File: config.mk
export PLATFORM = sky130hd
export DESIGN_NAME = scx_card_serial
export DESIGN_NICKNAME = d
export VERILOG_FILES = /design/src/logic/scx_pkg.sv /design/src/logic/scx_card_serial.sv
export SDC_FILE = /design/constraint.sdc
export NUM_CORES = 1
export LEC_CHECK = 0
export BUFFER_PORTS_ARGS = -buffer_cell sky130_fd_sc_hd__buf_2
export CORE_ASPECT_RATIO = 0.9
export CORE_MARGIN = 2
export CORE_UTILIZATION = 30
export CTS_CLUSTER_SIZE = 14
export DETAILED_ROUTE_END_ITERATION = 7
export SLEW_MARGIN = 10
export SYNTH_ARGS = -nofsm -noshare
export SYNTH_HDL_FRONTEND = slang
export SYNTH_SLANG_ARGS = --single-unit
File: constraint.sdc
create_clock -name core_clk -period 3.9 [get_ports core_clk]
set_input_delay 0.975 -clock core_clk [delete_from_list [all_inputs] [get_ports core_clk]]
set_output_delay 0.975 -clock core_clk [all_outputs]
set_load 0.01 [all_outputs]
File: src/logic/scx_pkg.sv
// Constants and types of the smart card serial transmitter and receiver
// Notes on behaviour
// - In card mode, card error signal after a sent frame sets nack flag; fault irq if enabled.
// - Errored frame leaves done flag clear and keeps holding byte for resend.
// - Frame without error signal sets done flag; transmit irq if enabled.
// - In card mode empty and done flags set together, sourcing transmit irq.
// - Transfer engine write of transmit data clears empty and done flags.
// - During resend the done flag stays 0, so no engine request.
// - Writing the next byte after done starts its transmission.
// - Receive parity error sets parity flag; fault irq if receive irq enabled.
// - A frame with parity error does not set the receive-full flag.
// - Good parity sets receive-full flag; full irq when receive irq enabled.
// - Byte with parity error is still moved into the receive holding register.
// - Overrun or parity error raises fault irq, no engine request; byte skipped on overrun only.
// - In hold mode the two clock bits fix the card clock level safely.
// - In hold mode, clock stop finishes the current period, then holds idle level.
// - Clock start gives a full-width first pulse.
// - Normal mode: transmit irq on empty flag, full irq on full flag.
// - Normal mode: fault irq on overrun, parity or framing flag.
// - Done irq only with flag and enable; transmit irq wins on coincidence.
// - Card mode: no done irq, transmit irq on done, fault covers nack.
// - In card mode, receive parity error drives line low 1 etu from 10.5 etu.
// - Transmit keeps at least 2 etu guard after parity.
// - Frame is start, 8 data bits and parity bit.
// - Basic clock is 32, 64, 372 or 256 per bit, mid-bit sampling.
package scx_pkg;
    localparam logic [2:0] ADR_FORMAT  = 3'h0;
    localparam logic [2:0] ADR_CONTROL = 3'h1;
    localparam logic [2:0] ADR_TXHOLD  = 3'h2;
    localparam logic [2:0] ADR_STATUS  = 3'h3;
    localparam logic [2:0] ADR_RXHOLD  = 3'h4;
    localparam logic [2:0] ADR_CARD    = 3'h5;
    localparam logic [2:0] ADR_DIVIDER = 3'h6;

    // Status bit positions
    localparam int ST_TXEMPTY = 7;
    localparam int ST_RXFULL  = 6;
    localparam int ST_OVERRUN = 5;
    localparam int ST_FRAMING = 4;
    localparam int ST_PARITY  = 3;
    localparam int ST_TXDONE  = 2;
    localparam int ST_NACK    = 1;
    // Control bit positions
    localparam int CT_TXIRQ   = 7;
    localparam int CT_RXIRQ   = 6;
    localparam int CT_TXON    = 5;
    localparam int CT_RXON    = 4;
    localparam int CT_DONEIRQ = 2;
    localparam int CT_IDLELVL = 1;
    localparam int CT_CLKON   = 0;
    // Format bit positions
    localparam int FM_HOLD    = 7;
    localparam int FM_ODD     = 5;

    localparam logic [7:0] RST_STATUS  = 8'h84;
    localparam logic [7:0] RST_CONTROL = 8'h00;
    localparam logic [7:0] RST_FORMAT  = 8'h00;
    localparam logic [7:0] RST_DIVIDER = 8'h03;

    // Basic clock cycles per bit for each ratio code
    localparam logic [9:0] RATIO_0 = 10'd32;
    localparam logic [9:0] RATIO_1 = 10'd64;
    localparam logic [9:0] RATIO_2 = 10'd372;
    localparam logic [9:0] RATIO_3 = 10'd256;

    // Bit slots of a frame, counted from the start bit
    localparam logic [3:0] SLOT_PARITY = 4'd9;
    localparam logic [3:0] SLOT_SIGNAL = 4'd10;
    localparam logic [3:0] SLOT_LAST   = 4'd11;

    typedef enum logic [1:0] {
        LINK_IDLE,
        LINK_TX,
        LINK_RX
    } scx_link_t;
endpackage : scx_pkg

File: src/logic/scx_card_serial.sv
// Smart card character transmitter and receiver with Wishbone registers
//
// Decided for this implementation: the address map and the Wishbone slave port.
`timescale 1ns/1ps
`default_nettype none
module scx_card_serial (
    input  wire logic       core_clk,
    input  wire logic       reset,
    input  wire logic       wb_cyc_i,
    input  wire logic       wb_stb_i,
    input  wire logic       wb_we_i,
    input  wire logic [4:0] wb_adr_i,
    input  wire logic [3:0] wb_sel_i,
    input  wire logic [31:0] wb_dat_i,
    output logic [31:0]     wb_dat_o,
    output logic            wb_ack_o,
    input  wire logic       engTxWrite,
    input  wire logic [7:0] engTxData,
    input  wire logic       engRxRead,
    output logic [7:0]      rxData,
    output logic            txEmptyIrq,
    output logic            txDoneIrq,
    output logic            rxFullIrq,
    output logic            rxFaultIrq,
    output logic            engTxReq,
    output logic            engRxReq,
    input  wire logic       cardDataIn,
    output logic            cardDataOut,
    output logic            cardDataOe,
    output logic            cardClk
);
    import scx_pkg::*;

    typedef struct packed {
        logic       ack;
        logic [7:0] rdat;
        logic [7:0] fmt;
        logic [7:0] ctl;
        logic [7:0] tx_holding_reg;
        logic [7:0] rx_holding_reg;
        logic       cardMode;
        logic [7:0] div;
        logic [7:0] flags;
        logic [7:0] seen;
        logic       sync1;
        logic       sync2;
        logic       linePrev;
        logic [7:0] divCnt;
        logic [7:0] sckCnt;
        logic       sckRun;
        logic       sckPh;
        scx_link_t  st;
        logic [8:0] shifter;
        logic [3:0] bitIdx;
        logic [9:0] tickCnt;
        logic       err;
        logic       drvLow;
    } scx_state_t;

    scx_state_t s;
    scx_state_t next_s;

    function automatic logic [9:0] ratioTicks(input logic [1:0] code);
        case (code)
            2'd0:    ratioTicks = RATIO_0;
            2'd1:    ratioTicks = RATIO_1;
            2'd2:    ratioTicks = RATIO_2;
            default: ratioTicks = RATIO_3;
        endcase
    endfunction : ratioTicks

    // Parity bit of a character, odd format inverts it
    function automatic logic charParity(input logic [7:0] d,
                                        input logic       odd);
        charParity = (^d) ^ odd;
    endfunction : charParity

    // Register read decode by word index
    function automatic logic [7:0] readReg(input logic [2:0] idx);
        case (idx)
            ADR_FORMAT:  readReg = s.fmt;
            ADR_CONTROL: readReg = s.ctl;
            ADR_TXHOLD:  readReg = s.tx_holding_reg;
            ADR_STATUS:  readReg = s.flags;
            ADR_RXHOLD:  readReg = s.rx_holding_reg;
            ADR_CARD:    readReg = {7'h00, s.cardMode};
            ADR_DIVIDER: readReg = s.div;
            default:     readReg = 8'h00;
        endcase
    endfunction : readReg

    logic       busHit;
    logic       busWrite;
    logic [2:0] regIdx;
    logic       tick;
    logic       sckTick;
    logic       faultAny;
    logic [9:0] halfEtu;
    logic       midBit;
    logic       endBit;
    logic       txReqRaw;

    assign busHit   = wb_cyc_i & wb_stb_i;
    assign busWrite = busHit & wb_we_i & s.ack & wb_sel_i[0];
    assign regIdx   = wb_adr_i[4:2];
    assign tick     = (s.divCnt == s.div);
    // Card clock has its own counter so a restart never bends an etu
    assign sckTick  = (s.sckCnt == s.div);
    assign halfEtu  = ratioTicks(s.fmt[1:0]);
    // Sample mid-bit; one etu is two ticks per basic clock
    // mid-bit sampling
    assign midBit   = tick & (s.tickCnt == halfEtu - 10'd1);
    assign endBit   = tick & (s.tickCnt == {halfEtu[8:0], 1'b0} - 10'd1);

    always_comb begin
        logic [7:0] clr;
        logic [7:0] set;
        logic       parOk;
        clr    = 8'h00;
        set    = 8'h00;
        parOk  = 1'b0;
        next_s = s;

        // Two flops before the line is read; linePrev finds falls
        next_s.sync1    = cardDataIn;
        next_s.sync2    = s.sync1;
        next_s.linePrev = s.sync2;

        // Bus slave: ack one cycle after request, drop it next cycle
        next_s.ack = busHit & ~s.ack;
        if (busHit && !s.ack) begin
            next_s.rdat = readReg(regIdx);
        end

        if (busHit && s.ack && !wb_we_i && regIdx == ADR_STATUS) begin
            next_s.seen = s.seen | s.flags;
        end
        if (busWrite) begin
            case (regIdx)
                ADR_FORMAT:  next_s.fmt = wb_dat_i[7:0];
                ADR_CONTROL: next_s.ctl = wb_dat_i[7:0];
                ADR_TXHOLD:  next_s.tx_holding_reg = wb_dat_i[7:0];
                ADR_CARD:    next_s.cardMode = wb_dat_i[0];
                ADR_DIVIDER: next_s.div = wb_dat_i[7:0];
                ADR_STATUS: begin
                    // clear only after reading 1, writing 0
                    clr = s.seen & ~wb_dat_i[7:0] & 8'hFE;
                    next_s.seen = 8'h00;
                end
                default: ;
            endcase
        end

        // Clearing empty drops done with it
        if (clr[ST_TXEMPTY]) begin
            clr[ST_TXDONE] = 1'b1;
        end
        // engine write clears empty and done
        if (engTxWrite) begin
            next_s.tx_holding_reg = engTxData;
            clr[ST_TXEMPTY] = 1'b1;
            clr[ST_TXDONE]  = 1'b1;
        end
        if (engRxRead) begin
            clr[ST_RXFULL] = 1'b1;
        end

        // Card clock divider and output control
        next_s.divCnt = tick ? 8'h00 : s.divCnt + 8'h01;
        next_s.sckCnt = sckTick ? 8'h00 : s.sckCnt + 8'h01;
        if (s.ctl[CT_CLKON] && !s.sckRun) begin
            // restart divider so first pulse is full width
            next_s.sckRun = 1'b1;
            next_s.sckPh  = 1'b1;
            next_s.sckCnt = 8'h00;
        end else if (s.sckRun && sckTick) begin
            next_s.sckPh = ~s.sckPh;
            // stop only at the end of a full period
            if (!s.ctl[CT_CLKON] && !s.sckPh) begin
                next_s.sckRun = 1'b0;
            end
        end
        // without hold mode the clock stops at once
        if (!s.ctl[CT_CLKON] && !s.fmt[FM_HOLD]) begin
            next_s.sckRun = 1'b0;
        end

        if (tick) begin
            next_s.tickCnt = endBit ? 10'd0 : s.tickCnt + 10'd1;
        end
        if (endBit) begin
            next_s.bitIdx = s.bitIdx + 4'd1;
        end


        // Link sequencer
        case (s.st)
            LINK_IDLE: begin
                next_s.drvLow = 1'b0;
                next_s.tickCnt = 10'd0;
                next_s.bitIdx  = 4'd0;
                // Start only on a tick so slot 0 is a full etu
                // pending byte starts transmission
                if (s.ctl[CT_TXON] && !s.flags[ST_TXEMPTY] && tick) begin
                    next_s.st      = LINK_TX;
                    next_s.shifter = {charParity(s.tx_holding_reg, s.fmt[FM_ODD]),
                                      s.tx_holding_reg};
                    next_s.err     = 1'b0;
                    next_s.drvLow  = 1'b1;
                end else if (s.ctl[CT_RXON] && s.linePrev && !s.sync2) begin
                    next_s.st = LINK_RX;
                end
            end
            LINK_TX: begin
                if (endBit) begin
                    if (s.bitIdx < SLOT_PARITY) begin
                        next_s.drvLow  = ~s.shifter[0];
                        next_s.shifter = {1'b0, s.shifter[8:1]};
                    end else begin
                        next_s.drvLow = 1'b0;
                    end
                end
                // Error signal sampled mid first guard slot
                if (midBit && s.bitIdx == SLOT_SIGNAL) begin
                    next_s.err = ~s.sync2;
                end
                if (endBit && s.bitIdx == SLOT_LAST) begin
                    next_s.st = LINK_IDLE;
                    if (s.err && s.cardMode) begin
                        set[ST_NACK] = 1'b1;
                    end else begin
                        set[ST_TXEMPTY] = 1'b1;
                        set[ST_TXDONE]  = 1'b1;
                    end
                end
            end
            LINK_RX: begin
                if (midBit && s.bitIdx != 4'd0 && s.bitIdx <= SLOT_PARITY) begin
                    next_s.shifter = {s.sync2, s.shifter[8:1]};
                end
                // False start: line high again mid start bit
                if (midBit && s.bitIdx == 4'd0 && s.sync2) begin
                    next_s.st = LINK_IDLE;
                end
                if (midBit && s.bitIdx == SLOT_PARITY) begin
                    parOk = (s.sync2 == charParity(s.shifter[8:1],
                                                   s.fmt[FM_ODD]));
                    next_s.err = ~parOk;
                    if (s.flags[ST_RXFULL]) begin
                        set[ST_OVERRUN] = 1'b1;
                    end else begin
                        // data kept even on parity error
                        next_s.rx_holding_reg = s.shifter[8:1];
                        // no full flag on parity error
                        set[ST_RXFULL] = parOk;
                        set[ST_PARITY] = ~parOk;
                    end
                end
                if (midBit && s.bitIdx == SLOT_SIGNAL) begin
                    // error signal from 10.5 etu for 1 etu
                    next_s.drvLow = s.err & s.cardMode;
                    set[ST_FRAMING] = ~s.cardMode & ~s.sync2;
                end
                if (midBit && s.bitIdx == SLOT_LAST) begin
                    next_s.drvLow = 1'b0;
                    next_s.st     = LINK_IDLE;
                end
            end
            default: next_s.st = LINK_IDLE;
        endcase

        // Hardware set wins over any clear in the same cycle
        next_s.flags = (s.flags & ~clr) | set;

        // Transmitter off abandons a frame at once
        if (!s.ctl[CT_TXON] && s.st == LINK_TX) begin
            next_s.st     = LINK_IDLE;
            next_s.drvLow = 1'b0;
        end
        // Receiver off abandons a frame and lets go of the line
        if (!s.ctl[CT_RXON] && s.st == LINK_RX) begin
            next_s.st     = LINK_IDLE;
            next_s.drvLow = 1'b0;
        end
    end

    always_ff @(posedge core_clk or posedge reset) begin
        if (reset) begin
            s          <= '0;
            s.fmt      <= RST_FORMAT;
            s.ctl      <= RST_CONTROL;
            s.flags    <= RST_STATUS;
            s.div      <= RST_DIVIDER;
            s.sync1    <= 1'b1;
            s.sync2    <= 1'b1;
            s.linePrev <= 1'b1;
            s.st       <= LINK_IDLE;
        end else begin
            s <= next_s;
        end
    end

    assign wb_ack_o    = s.ack;
    assign wb_dat_o    = {24'h000000, s.rdat};
    assign rxData      = s.rx_holding_reg;
    // Open drain line: only the enable moves
    assign cardDataOut = 1'b0;
    assign cardDataOe  = s.drvLow;
    // idle level bit fixes the stopped clock
    assign cardClk     = s.sckRun ? s.sckPh : s.ctl[CT_IDLELVL];

    // normal mode transmit request follows empty flag
    // card mode transmit request follows done flag
    assign txReqRaw   = s.cardMode ? s.flags[ST_TXDONE]
                                   : s.flags[ST_TXEMPTY];
    assign txEmptyIrq = s.ctl[CT_TXIRQ] & txReqRaw;
    // done irq only when no transmit request
    assign txDoneIrq  = ~s.cardMode & s.ctl[CT_DONEIRQ]
                        & s.flags[ST_TXDONE] & ~txEmptyIrq;
    assign rxFullIrq  = s.ctl[CT_RXIRQ] & s.flags[ST_RXFULL];
    // fault irq never requests the engine
    assign faultAny   = s.flags[ST_OVERRUN] | s.flags[ST_PARITY]
                        | s.flags[ST_FRAMING]
                        | (s.cardMode & s.flags[ST_NACK]);
    assign rxFaultIrq = s.ctl[CT_RXIRQ] & faultAny;
    assign engTxReq   = txEmptyIrq;
    assign engRxReq   = rxFullIrq;
endmodule : scx_card_serial
`default_nettype wire

=== After elaboration in Yosys (flattened, before gate mapping) ===
Index checks and enable logic that the tools add are counted.

* Flip-flop bits (word level): 114
* Latch bits: 0
* Memory bits (writable): 0
* ROM bits: 0
* Logic and storage cells: 218
* Memories: 0

* $add $sub $neg: 6
* $mul: 0
* Div/mod/pow operators: 0
* Magnitude comparators: 2
* Equality and inequality tests: 29
* Shifts and indexed selects: 0
* Multiplexer cells: 63
* Bitwise operators: 35
* Reductions and logical operators: 60

{| class="wikitable"
|+ Operator list
! kind !! count
|-
| $mux 8 || 11
|-
| $pmux 8 s7 || 1
|-
| $pmux 9 s3 || 2
|-
| $mux 9 || 4
|-
| $mux 2 || 13
|-
| $mux 1 || 25
|-
| $logic_and 1x1->1 || 23
|-
| $eq 10x10->1 || 2
|-
| $mux 10 || 2
|-
| $sub 10x1->10 const B || 2
|-
| $add 8x1->8 const B || 2
|-
| $and 1x1->1 || 16
|-
| $and 8x8->8 || 2
|-
| $eq 8x8->1 || 2
|-
| $not 8->8 || 2
|-
| $or 8x8->8 || 2
|-
| $reduce_xor 8->1 || 2
|-
| $mux 14 || 1
|-
| $eq 4x4->1 const B || 3
|-
| $ne 2x2->1 const B || 6
|-
| $pmux 2 s3 || 2
|-
| $reduce_and 2->1 || 6
|-
| $add 10x1->10 const B || 1
|-
| $logic_not 1->1 || 10
|-
| other kinds (26) || 53
|}

=== Longest topological paths before layout ===
* Depth in word-level cells: 12
* Gate-level depth with buffers: 9
* Depth with buffers taken out: 8

=== Least setup slack after synthesis ===
No wires, ideal clock.

* Kind: register -> register
* Start point: register s[65] (netlist name)
* End point: register s[17] (netlist name)
* Library setup time: 0.125 ns
* Arrival: 2.385 ns
* Slack: 1.390 ns
* Stages on the path, launching flop included: 8
* Path buffers: 1
* Period minus slack after synthesis: 2.510 ns
* Cell sequence: dfstp_2 > xnor2_1 > nand4_1 > or2_2 > buf_2 > o41a_1 > nor3_4 > mux2_2

* Longest elaborated chain between the ends: 6

{| class="wikitable"
|+ Ends and longest elaborated chain
! item !! line !! RTL
|-
| start: declaration || scx_card_serial.sv:60 || <nowiki>scx_state_t s;</nowiki>
|-
| start signal: assignment || scx_card_serial.sv:299 || <nowiki>s <= next_s;</nowiki>
|-
| $eq 8x8->1 * || scx_card_serial.sv:106 || <nowiki>assign tick = (s.divCnt == s.div);</nowiki>
|-
| $and 1x1->1 || scx_card_serial.sv:112 || <nowiki>assign midBit = tick & (s.tickCnt == halfEtu - 10'd1);</nowiki>
|-
| $logic_and 1x1->1 (2 in series) || scx_card_serial.sv:238 || <nowiki>if (midBit && s.bitIdx != 4'd0 && s.bitIdx <= SLOT_PARITY) begin</nowiki>
|-
| $ne 2x2->1 (no source line) || n/a ||
|-
| $reduce_and 5->1 (no source line) * || n/a ||
|}

Every way passes the cells marked *; elsewhere a longest branch is shown, timed or not.
A chain may end at the register's enable or synchronous reset.

=== Worst setup path after layout ===
* Start point: register s[65] (netlist name)
* End point: register s[19] (netlist name)

The elaborated chain is that of the path after synthesis.

==> flow_metrics.tcl <==
set metrics [dict create \
    run_status "finished clean" \
    crit_chain "xnor2_1 -> nand4_1 -> or2_2 -> o41a_1 -> nor3_4 -> mux2_2" \
    drtIter0Drc 373 \
    worstSetupStartpoint "s[65]" \
    row_count 50 \
    synth.area.top_cells "dfrtp_1, mux2_2, xnor2_1" \
    finalCritPeriodShare 0.730 \
    cp.arrival_ps 3090 \
    start_util 0.307 \
    clock_path_buffers 2 \
    grt_pass1_wl_um 25700 \
    ir_drop_v 0.000236 \
    path_buf_inv 0 \
    synth.most_common_cell "dfrtp_1" \
    cts_tree "done" \
    design_area_mm2 0.00705 \
    clock-root-buffer "clkbuf_16" \
    cpPeakStageDelay_ps 580 \
    area_growth_pct 9.97 \
    fin_setup_tns_ps 0 \
    max-cap-violations 0 \
    clk_transition_reported_paths_ps 80 \
    hold_violations 0 \
    place_ws_ps 1010 \
    fp.dieW_um 158 \
    cts.sinks 112 \
    setup_slack_ps 1050 \
    grt_antenna_before_repair 1 \
    tightest_slew_ps 823 \
    critPathCaptureType "flop" \
    gr-total-overflow 0 \
    timing.rr.start "s[65]" \
    cts-buffers-inserted 9 \
    powerDensity_mw_per_mm2 494 \
    routedWlPerCell_um 16.6 \
    fmax_mhz 351 \
    core_region_area_mm2 0.0209 \
    cp_slowest_cell "dfstp_2" \
    cp.required_ps 4150 \
    rsz0062_at_grt "false" \
    grt_max_degree 81 \
    criticalPathCategory "reg2reg" \
    power_leakage_nw 3.13 \
    cts_setup_buffers 0 \
    ys_ff_latch 112 \
    dp_hpwl_um 11600 \
    drc 0 \
    cp_max_fo 10 \
    synth.top_cells.by_count "dfrtp_1, nand2_1, mux2_2" \
    yosys_warnings 0 \
    place.gp.congestion 0.843 \
    reg2reg_slack_ps 1050 \
    cts_resized 0 \
    die_h_um 143 \
    cts_htree_levels 3 \
    dieArea_mm2 0.0226 \
    worst_clock_skew_ps 8.45 \
    clkLatencyLatePin_ps 360 \
    ys_types 62 \
    synth_edf_count 0 \
    dpl_cell_area_mm2 0.00674 \
    numPortBuffers 52 \
    drive_gt1_frac 0.205 \
    pin_count 107 \
    min_from "next_s[46]" \
    num_vias 4592 \
    vias_per_cell 4.89 \
    dr.pass1.iters 5 \
    cp_top_family "simple AND/OR/NAND/NOR gates" \
    grt_use_total 0.149 \
    synthesis.area_mm2 0.00641 \
    critical_path.startpoint_type "flop" \
    min_period_ps 2850 \
    fin_nets 717 \
    synthFlopType "dfrtp_1" \
    min_path_type "reg2reg" \
    syn_inst 624 \
    ys_seq_area_frac 0.439 \
    maxSlewHeadroom 0.449 \
    avgSynthCellArea_um2 10.3 \
    holdBufCountCts 0 \
    synthArstFlopShare 1.00 \
    diodes 0 \
    synth_top_cell_area_share 0.410 \
    grt_pass1_vias 4457 \
    drt-total-wl_um 15600 \
    synth.largest_area_cell "dfrtp_1" \
    final_antenna_net_count 0 \
    finalSetupViolCount 0 \
    drv_slew 0 \
]
[final timing paths]
path | endpoint | cells after the start
worst max-delay path | s[19] | 6
worst min-delay path | next_s[45] | 0
worst max register to register | s[19] | 6
worst min register to register | next_s[45] | 0
max in group asynchronous | next_s[46] | 3
min in group asynchronous | wb_dat_o[7] | 2
[registers in the layout, summed over array words and instances, names as in the netlist]
name	flops
cardDataOe	1
next_s	2
rxData	8
s	92
wb_ack_o	1
wb_dat_o	8
[final cells by class]
type	instances	area, µm²
clock inverter	5	63.8
fill	2165	13800
inverter	22	86.3
sequential	112	2810
multi-input combinational	446	3180
timing repair buffer	57	310
tap	286	358
clock buffer	11	243
[logic make-up (layout without fill, tap and decap cells)]
family,Yosys count,in the layout,share of synthesized area
AND/OR/NAND/NOR,183,183,0.143
buffers and inverters,90,95,0.0798
AO/OA/AOI/OAI,102,102,0.113
other,1,25,0.000585
flip-flops,112,112,0.439
multiplexers,68,68,0.123
XOR/XNOR,56,56,0.0786
adder cells (fa/ha/maj),12,12,0.0234
[cells in the final DEF (no fill, tap or decap), types with 12 or more instances in the layout]
cell / n
dfrtp_1: 105
buf_2: 52
nand2_1: 49
mux2_2: 45
o21ai_0: 39
xnor2_1: 38
nor2_1: 37
conb_1: 25
nand3_1: 21
inv_1: 19
mux2i_1: 18
xor2_1: 17
nand2b_1: 13
ha_1: 12
[power by group]
group	internal, mW	total [mW]	switching [mW]
combinational	0.461	1.05	0.592
sequential	1.30	1.46	0.161
clock	0.524	0.962	0.439
total	2.29	3.48	1.19
[metrics by stage]
step,power (mW),hold slack (ps),util,instances
2_1_floorplan,2.29,345,-,648
3_3_place_gp,2.53,347,0.323,923
3_5_place_dp,2.55,347,0.323,923
4_1_cts,3.52,358,0.337,939
5_1_grt,3.72,366,0.337,939
6_report,3.48,357,0.337,939
[layer usage]
layer  GRT usage  vias to the layer above  wire, µm
met4      0.0384                        0       210
met5           0                        -         0
met2       0.215                      119      6790
met3      0.0319                       14       717
li1            -                     2190         -
met1       0.224                     2269      7900
No activity file was read; power rests on OpenSTA's default activity.
